**src/include/skss_pkg.sv**
```systemverilog
// Purpose: Constants for the servo kill switch and navigation light sequencer.
// Assumes: System clock of 250 MHz.
// Notes:   Times are kept in their own units and converted to 1 us ticks here; only the tick length is in cycles.
package skss_pkg;
  localparam int unsigned CLK_HZ          = 250_000_000;
  localparam int unsigned TICK_NS         = 1000;
  localparam int unsigned TICK_CYCLES     = TICK_NS * (CLK_HZ / 1_000_000) / 1000;
  localparam int unsigned ON_LIMIT_US     = 1550;
  localparam int unsigned OFF_LIMIT_US    = 1450;
  localparam int unsigned OFF_DELAY_MS    = 2000;
  localparam int unsigned OFF_DELAY_TICKS = OFF_DELAY_MS * 1000;
  localparam int unsigned FRAME_US        = 1_000_000;
  localparam int unsigned SLOT_COUNT      = 17;
  localparam int unsigned SLOT_TICKS      = FRAME_US / SLOT_COUNT;
  localparam int unsigned WIDTH_MAX_US    = 4095;
  localparam logic [4:0]  TAIL_FIRST      = 5'h00;
  localparam logic [4:0]  TAIL_LAST       = 5'h03;
  localparam logic [4:0]  WING_FIRST      = 5'h08;
  localparam logic [4:0]  WING_LAST       = 5'h09;
  localparam logic        IGNITION_RESET  = 1'b1;
  typedef enum logic [1:0] {
    SKSS_IDLE  = 2'b00,
    SKSS_HIGH  = 2'b01
  } skss_meas_t;
endpackage

```
**src/skss_width_meter.sv**
```systemverilog
// Purpose: Measures each servo pulse width in microseconds.
// Assumes: Input already synchronised; tick is a one-cycle 1 us enable.
// Notes:   Widths above the counter range saturate.
`timescale 1ns/1ps
module skss_width_meter
  import skss_pkg::*;
(
  input  wire logic        clk,
  input  wire logic        rstSyncN,
  input  wire logic        tick,
  input  wire logic        servoLevel,
  output logic [11:0]      servoPulseWidth,
  output logic             widthValid
);
  skss_meas_t  state, next_state;
  logic [11:0] count, next_count;
  logic [11:0] next_servoPulseWidth;
  logic        next_widthValid;

  always_comb begin
    next_state           = state;
    next_count           = count;
    next_servoPulseWidth = servoPulseWidth;
    next_widthValid      = 1'b0;
    case (state)
      SKSS_IDLE: begin
        if (servoLevel) begin
          next_state = SKSS_HIGH;
          next_count = 12'h000;
        end
      end
      SKSS_HIGH: begin
        if (!servoLevel) begin
          next_state           = SKSS_IDLE;
          next_servoPulseWidth = count;
          next_widthValid      = 1'b1;
        end else if (tick && count != 12'(WIDTH_MAX_US)) begin
          next_count = count + 12'h001;
        end
      end
      default: next_state = SKSS_IDLE;
    endcase
  end

  always_ff @(posedge clk or negedge rstSyncN) begin
    if (!rstSyncN) begin
      state           <= SKSS_IDLE;
      count           <= 12'h000;
      servoPulseWidth <= 12'h000;
      widthValid      <= 1'b0;
    end else begin
      state           <= next_state;
      count           <= next_count;
      servoPulseWidth <= next_servoPulseWidth;
      widthValid      <= next_widthValid;
    end
  end
endmodule // skss_width_meter

```
**src/skss_top.sv**
```systemverilog
// Purpose: Servo-driven ignition kill switch with navigation light sequencing.
// Assumes: One 250 MHz clock; servo and polarity inputs come from pins.
// Notes:   Width is measured at 1 us resolution.
`timescale 1ns/1ps
module skss_top
  import skss_pkg::*;
(
  input  wire logic clk,
  input  wire logic rstn,
  input  wire logic servoIn,
  input  wire logic polaritySelectShortN,
  output logic      ignitionEnable,
  output logic      posRedWing,
  output logic      posGreenWing,
  output logic      posWhiteTail,
  output logic      strobeRedTail,
  output logic      strobeWhiteLeft,
  output logic      strobeWhiteRight
);
  logic [1:0]  rstPipe;
  logic        rstSyncN;
  logic [2:0]  servoSync;
  logic [2:0]  polSync;
  logic        servoLevel;
  logic        next_servoLevel;
  logic        polShorted;
  logic        next_polShorted;
  logic [7:0]  tickCount;
  logic [7:0]  next_tickCount;
  logic        tick;
  logic [11:0] servoPulseWidth;
  logic        widthValid;
  logic [21:0] offTimer;
  logic [21:0] next_offTimer;
  logic        offPending;
  logic        next_offPending;
  logic        next_ignitionEnable;
  logic [15:0] slotTicks;
  logic [15:0] next_slotTicks;
  logic [4:0]  slot;
  logic [4:0]  next_slot;
  logic        widthHigh;
  logic        widthLow;
  logic        wantOn;
  logic        wantOff;
  logic        next_strobeRedTail;
  logic        next_strobeWhite;
  logic        next_pos;

  always_ff @(posedge clk or negedge rstn) begin
    if (!rstn) begin
      rstPipe <= 2'b00;
    end else begin
      rstPipe <= {rstPipe[0], 1'b1};
    end
  end
  assign rstSyncN = rstPipe[1];

  // Pin inputs change only once the second and third stages agree.
  always_comb begin
    next_servoLevel = (servoSync[1] == servoSync[2]) ? servoSync[2] : servoLevel;
    next_polShorted = (polSync[1] == polSync[2]) ? !polSync[2] : polShorted;
  end

  // The jumper pin idles high when open, so its stages reset to ones and a
  // reset never looks like a freshly shorted jumper.
  always_ff @(posedge clk or negedge rstSyncN) begin
    if (!rstSyncN) begin
      servoSync  <= 3'h0;
      polSync    <= 3'h7;
      servoLevel <= 1'b0;
      polShorted <= 1'b0;
    end else begin
      servoSync  <= {servoSync[1:0], servoIn};
      polSync    <= {polSync[1:0], polaritySelectShortN};
      servoLevel <= next_servoLevel;
      polShorted <= next_polShorted;
    end
  end

  always_comb begin
    next_tickCount = (tickCount == 8'(TICK_CYCLES - 1)) ? 8'h00 : tickCount + 8'h01;
  end
  assign tick = (tickCount == 8'(TICK_CYCLES - 1));

  always_ff @(posedge clk or negedge rstSyncN) begin
    if (!rstSyncN) begin
      tickCount <= 8'h00;
    end else begin
      tickCount <= next_tickCount;
    end
  end

  skss_width_meter u_meter (
    .clk             (clk),
    .rstSyncN        (rstSyncN),
    .tick            (tick),
    .servoLevel      (servoLevel),
    .servoPulseWidth (servoPulseWidth),
    .widthValid      (widthValid)
  );

  assign widthHigh = servoPulseWidth > 12'(ON_LIMIT_US);
  assign widthLow  = servoPulseWidth < 12'(OFF_LIMIT_US);
  assign wantOn  = widthValid && (polShorted ? widthLow : widthHigh);
  assign wantOff = widthValid && (polShorted ? widthHigh : widthLow);

  // Widths inside the dead band neither confirm nor cancel a pending off,
  // so the timer keeps running through jitter near the switch point.
  always_comb begin
    next_ignitionEnable = ignitionEnable;
    next_offPending     = offPending;
    next_offTimer       = offTimer;
    if (wantOn) begin
      next_ignitionEnable = 1'b1;
      next_offPending     = 1'b0;
      next_offTimer       = 22'h000000;
    end else if (wantOff && !offPending && ignitionEnable) begin
      next_offPending = 1'b1;
      next_offTimer   = 22'h000000;
    end else if (offPending && tick) begin
      if (offTimer == 22'(OFF_DELAY_TICKS - 1)) begin
        next_ignitionEnable = 1'b0;
        next_offPending     = 1'b0;
        next_offTimer       = 22'h000000;
      end else begin
        next_offTimer = offTimer + 22'h000001;
      end
    end
  end

  always_ff @(posedge clk or negedge rstSyncN) begin
    if (!rstSyncN) begin
      ignitionEnable <= IGNITION_RESET;
      offPending     <= 1'b0;
      offTimer       <= 22'h000000;
    end else begin
      ignitionEnable <= next_ignitionEnable;
      offPending     <= next_offPending;
      offTimer       <= next_offTimer;
    end
  end

  always_comb begin
    next_slotTicks = slotTicks;
    next_slot      = slot;
    if (!ignitionEnable) begin
      next_slotTicks = 16'h0000;
      next_slot      = 5'h00;
    end else if (tick) begin
      if (slotTicks == 16'(SLOT_TICKS - 1)) begin
        next_slotTicks = 16'h0000;
        next_slot      = (slot == 5'(SLOT_COUNT - 1)) ? 5'h00 : slot + 5'h01;
      end else begin
        next_slotTicks = slotTicks + 16'h0001;
      end
    end
  end

  always_ff @(posedge clk or negedge rstSyncN) begin
    if (!rstSyncN) begin
      slotTicks <= 16'h0000;
      slot      <= 5'h00;
    end else begin
      slotTicks <= next_slotTicks;
      slot      <= next_slot;
    end
  end

  always_comb begin
    next_pos           = next_ignitionEnable;
    next_strobeRedTail = next_ignitionEnable && next_slot >= TAIL_FIRST
                         && next_slot <= TAIL_LAST;
    next_strobeWhite   = next_ignitionEnable && next_slot >= WING_FIRST
                         && next_slot <= WING_LAST;
  end

  // Lights register the same next values as the ignition, so a turn-off
  // darkens them on the very edge on which the ignition drops.
  always_ff @(posedge clk or negedge rstSyncN) begin
    if (!rstSyncN) begin
      posRedWing       <= 1'b0;
      posGreenWing     <= 1'b0;
      posWhiteTail     <= 1'b0;
      strobeRedTail    <= 1'b0;
      strobeWhiteLeft  <= 1'b0;
      strobeWhiteRight <= 1'b0;
    end else begin
      posRedWing       <= next_pos;
      posGreenWing     <= next_pos;
      posWhiteTail     <= next_pos;
      strobeRedTail    <= next_strobeRedTail;
      strobeWhiteLeft  <= next_strobeWhite;
      strobeWhiteRight <= next_strobeWhite;
    end
  end
endmodule // skss_top

```
**config.mk**
```make
export PLATFORM = sky130hd
export DESIGN_NAME = skss_top
export DESIGN_NICKNAME = d
export VERILOG_FILES = /design/src/include/skss_pkg.sv /design/src/skss_width_meter.sv /design/src/skss_top.sv
export SDC_FILE = /design/constraint.sdc
export NUM_CORES = 1
export LEC_CHECK = 0
export ABC_CLOCK_PERIOD_IN_PS = 4000
export BUFFER_PORTS_ARGS = -buffer_cell sky130_fd_sc_hd__buf_2
export CAP_MARGIN = 10
export CORE_UTILIZATION = 55
export CTS_BUF_LIST = sky130_fd_sc_hd__clkbuf_2
export DETAILED_ROUTE_END_ITERATION = 10
export HOLD_SLACK_MARGIN = 0.1
export PLACE_DENSITY = 0.69
export RECOVER_POWER = 100
export SYNTH_ARGS = -nofsm -noshare
export SYNTH_HDL_FRONTEND = slang
export SYNTH_SLANG_ARGS = --single-unit
```
**constraint.sdc**
```tcl
create_clock -name clk -period 4 [get_ports clk]
set_clock_uncertainty 0.2 [all_clocks]
set_input_delay 0 -clock clk [delete_from_list [all_inputs] [get_ports clk]]
set_output_delay 0 -clock clk [all_outputs]
set_load 0.01 [all_outputs]
```
==> results.yml <==
outcome:
  violations: "capacitance limit, slew limit"
  status: "complete, but fails checks"
floorplanning:
  io_pins: 11
  rows: 32
  fp.dieArea_sq_um: 8510
  dieWidth_um: 92.2
  fp.dieH_um: 92.2
  core_region_area_sq_um: 7810
  initial_core_util_pct: 57.4
clock_network:
  cts-buffers-inserted: 9
  post_cts_resized: 0
  cts_root_buffer: "clkbuf_2"
  htree_levels: 3
  clk_latency_ps: 550
  cts_buffer_depth: 2
  clkTransAtPathRegs_ps: 230
  post-cts-setup-buffers: 0
  cts_tree: "built"
  clock-sinks: 92
sta:
  fmax_mhz: 341
  slew_viol_final: 65
  hold_viol: 0
  rsz0062_at_grt: "false"
  slew_headroom_pct: -65.2
  setup_tns_ps: 0
  period_minus_slack_ps: 2930
  worstMarginPinSlew_ps: 2480
  setup_viol: 0
  post-route-period-util_pct: 73.4
place:
  routabilityCongestion: 0.786
  hpwl_mm: 5.62
  dp_cells: 547
  portBuffers: 10
pwr:
  ir_drop_v: 0.000182
  p_leak_uw: 0.00212
  powerDensity_nw_per_um2: 331
logic_synthesis:
  synth_seq_area_share_pct: 51.5
  synth.largest_area_cell: "dfrtp_1"
  ys_seq_elements: 92
  syn_area_per_cell_sq_um: 10.0
  yosysWarnings: 0
  synth_ff_type: "dfrtp_1"
  synth.distinct_cells: 54
  syn_inst: 446
  async_flop_share_pct: 100
  synth_edf_count: 0
  yosys.area.top_type_share_pct: 49.2
  synthesis.area_sq_um: 4480
  syn_nets: 459
  synth_area_leaders: "dfrtp_1, xor2_1, nor2_1"
global_route:
  grt_util_all_layers_pct: 22.1
  antenna_found_initial: 0
  grt_first_pass_wirelength_mm: 14.9
  grt-ovfl-total: 0
  grt_max_degree: 65
  grt_pass1_vias: 3142
drt:
  vias: 3295
  avgRoutedWirePerCell_um: 14.6
  dr.pass1.iters: 4
  remaining_drc_errors: 0
  drt_iter0_markers: 186
  avgViaCountPerCell: 5.78
  wl_mm: 8.31
  ant_nets: 0
cells_and_area:
  fin_nets: 476
  drive_gt1_share_pct: 8.76
  final_cells: 570
  num_antenna_cells: 0
  syn2layout_area_growth_pct: 6.59
setup_path:
  critical_path_arrival_ps: 3190
  required_ps: 4250
  critPathCaptureType: "flip-flop"
  crit_fanout: 16
  worstSetupPathType: "reg -> reg"
  cp-start-kind: "flip-flop"
hold_path:
  hold_path.class: "reg -> reg"
job:
  drv_cap: 1
cell usage after synthesis, types with 6 or more instances:
cell / instances
a21oi_1: 18
and3_1: 13
clkbuf_1: 6
dfrtp_1: 88
ha_1: 9
inv_1: 15
mux2_2: 13
nand2_1: 33
nand3_1: 31
nand4_1: 13
nor2_1: 43
nor3_1: 14
o21ai_0: 29
o31ai_1: 8
or3_1: 8
xor2_1: 21
per-layer routing:
| metal | up-vias | GRT usage (%) | wire [um] |
|---|---|---|---|
| met5 | - | 0 | 0 |
| met4 | 0 | 7.81 | 78 |
| met3 | 6 | 4.06 | 232 |
| met2 | 39 | 34.6 | 3910 |
| met1 | 1619 | 30.9 | 4090 |
| li1 | 1631 | - | - |
worst max-delay path, cell delays in order, from the launching register on:
cell and delay, ps:
dfrtp_1 440, ha_1 230, nand4_1 180, or2_0 320
o31ai_4 380, or2_0 700, nor4_1 130, a221o_1 290
final timing paths:
path                              from            to  slack, ps  depth (start not counted)
max                        offTimer[1]  offTimer[12]       1070                          7
min in group asynchronous         rstn    rstPipe[1]        610                          4
max reg2reg                offTimer[1]  offTimer[12]       1070                          7
min                         polSync[0]    polSync[1]        160                          0
max in group asynchronous   rstPipe[1]  slotTicks[1]       1290                          1
min reg2reg                 polSync[0]    polSync[1]        160                          0
cells in the final DEF, fill, tap and decap left out, types with 8 or more instances in the layout:
cell type	count
nand2_1	33
xor2_1	21
clkbuf_2	11
inv_1	15
nor3_1	14
and3_1	13
or3_1	8
ha_1	9
nand4_1	13
dfrtp_1	88
mux2_2	13
nand3_1	31
o21ai_0	29
nor2_1	43
o31ai_1	8
a21oi_1	18
where the power goes:
| part | switching (uW) | internal [uW] | total [uW] | leakage (uW) |
|---|---|---|---|---|
| Sequential | 34.7 | 952 | 987 | 0.00123 |
| Combinational | 91.1 | 59.3 | 150 | 0.000825 |
| Clock | 297 | 146 | 443 | 0.0000656 |
cells by family (layout without fill, tap and decap cells):
logic type | count (synthesis) | after routing | share of synthesized area (%)
flip-flops | 92 | 92 | 51.5
adder cells (fa/ha/maj) | 10 | 10 | 2.74
XOR/XNOR | 26 | 26 | 5.09
buffers and inverters | 29 | 51 | 2.85
AO/OA/AOI/OAI | 86 | 86 | 12.3
AND/OR/NAND/NOR | 186 | 186 | 21.5
multiplexers | 16 | 16 | 3.94
other | 1 | 1 | 0.0837
through the flow:
| stage | hold WS [ps] | power, uW | utilization, % | area (sq um) | setup WS (ps) |
|---|---|---|---|---|---|
| 2_1_floorplan | -496 | 1110 | - | 4480 | 1050 |
| 6_report | 156 | 1580 | 61.1 | 4770 | 1070 |
| 3_3_place_gp | -416 | 1140 | 59.1 | 4610 | 1380 |
| 4_1_cts | 148 | 1600 | 61.3 | 4790 | 1190 |
| 3_5_place_dp | -414 | 1150 | 59.1 | 4610 | 1290 |
| 5_1_grt | 166 | 1660 | 61.1 | 4770 | 715 |
flip-flops by register name (all words and copies together) (netlist names), 2 cells and up:
name / flops
slot: 5
offTimer: 22
servoSync: 3
slotTicks: 16
polSync: 3
u_meter.servoPulseWidth: 12
tickCount: 8
rstPipe: 2
u_meter.count: 12
cell type report:
cell class / count / area, sq um
Tap cell: 102 / 128
Sequential cell: 92 / 2310
Timing Repair Buffer: 20 / 131
Clock buffer: 11 / 55.1
Fill cell: 676 / 3030
Clock inverter: 5 / 53.8
Inverter: 15 / 56.3
Multi-Input combinational cell: 325 / 2040
what timing repair did:
action	4_1_cts	5_1_grt
hold buffers	7	0
hold endpoints to repair	4	0
setup endpoints to repair	0	0
Power figures use the tool's default switching activity.
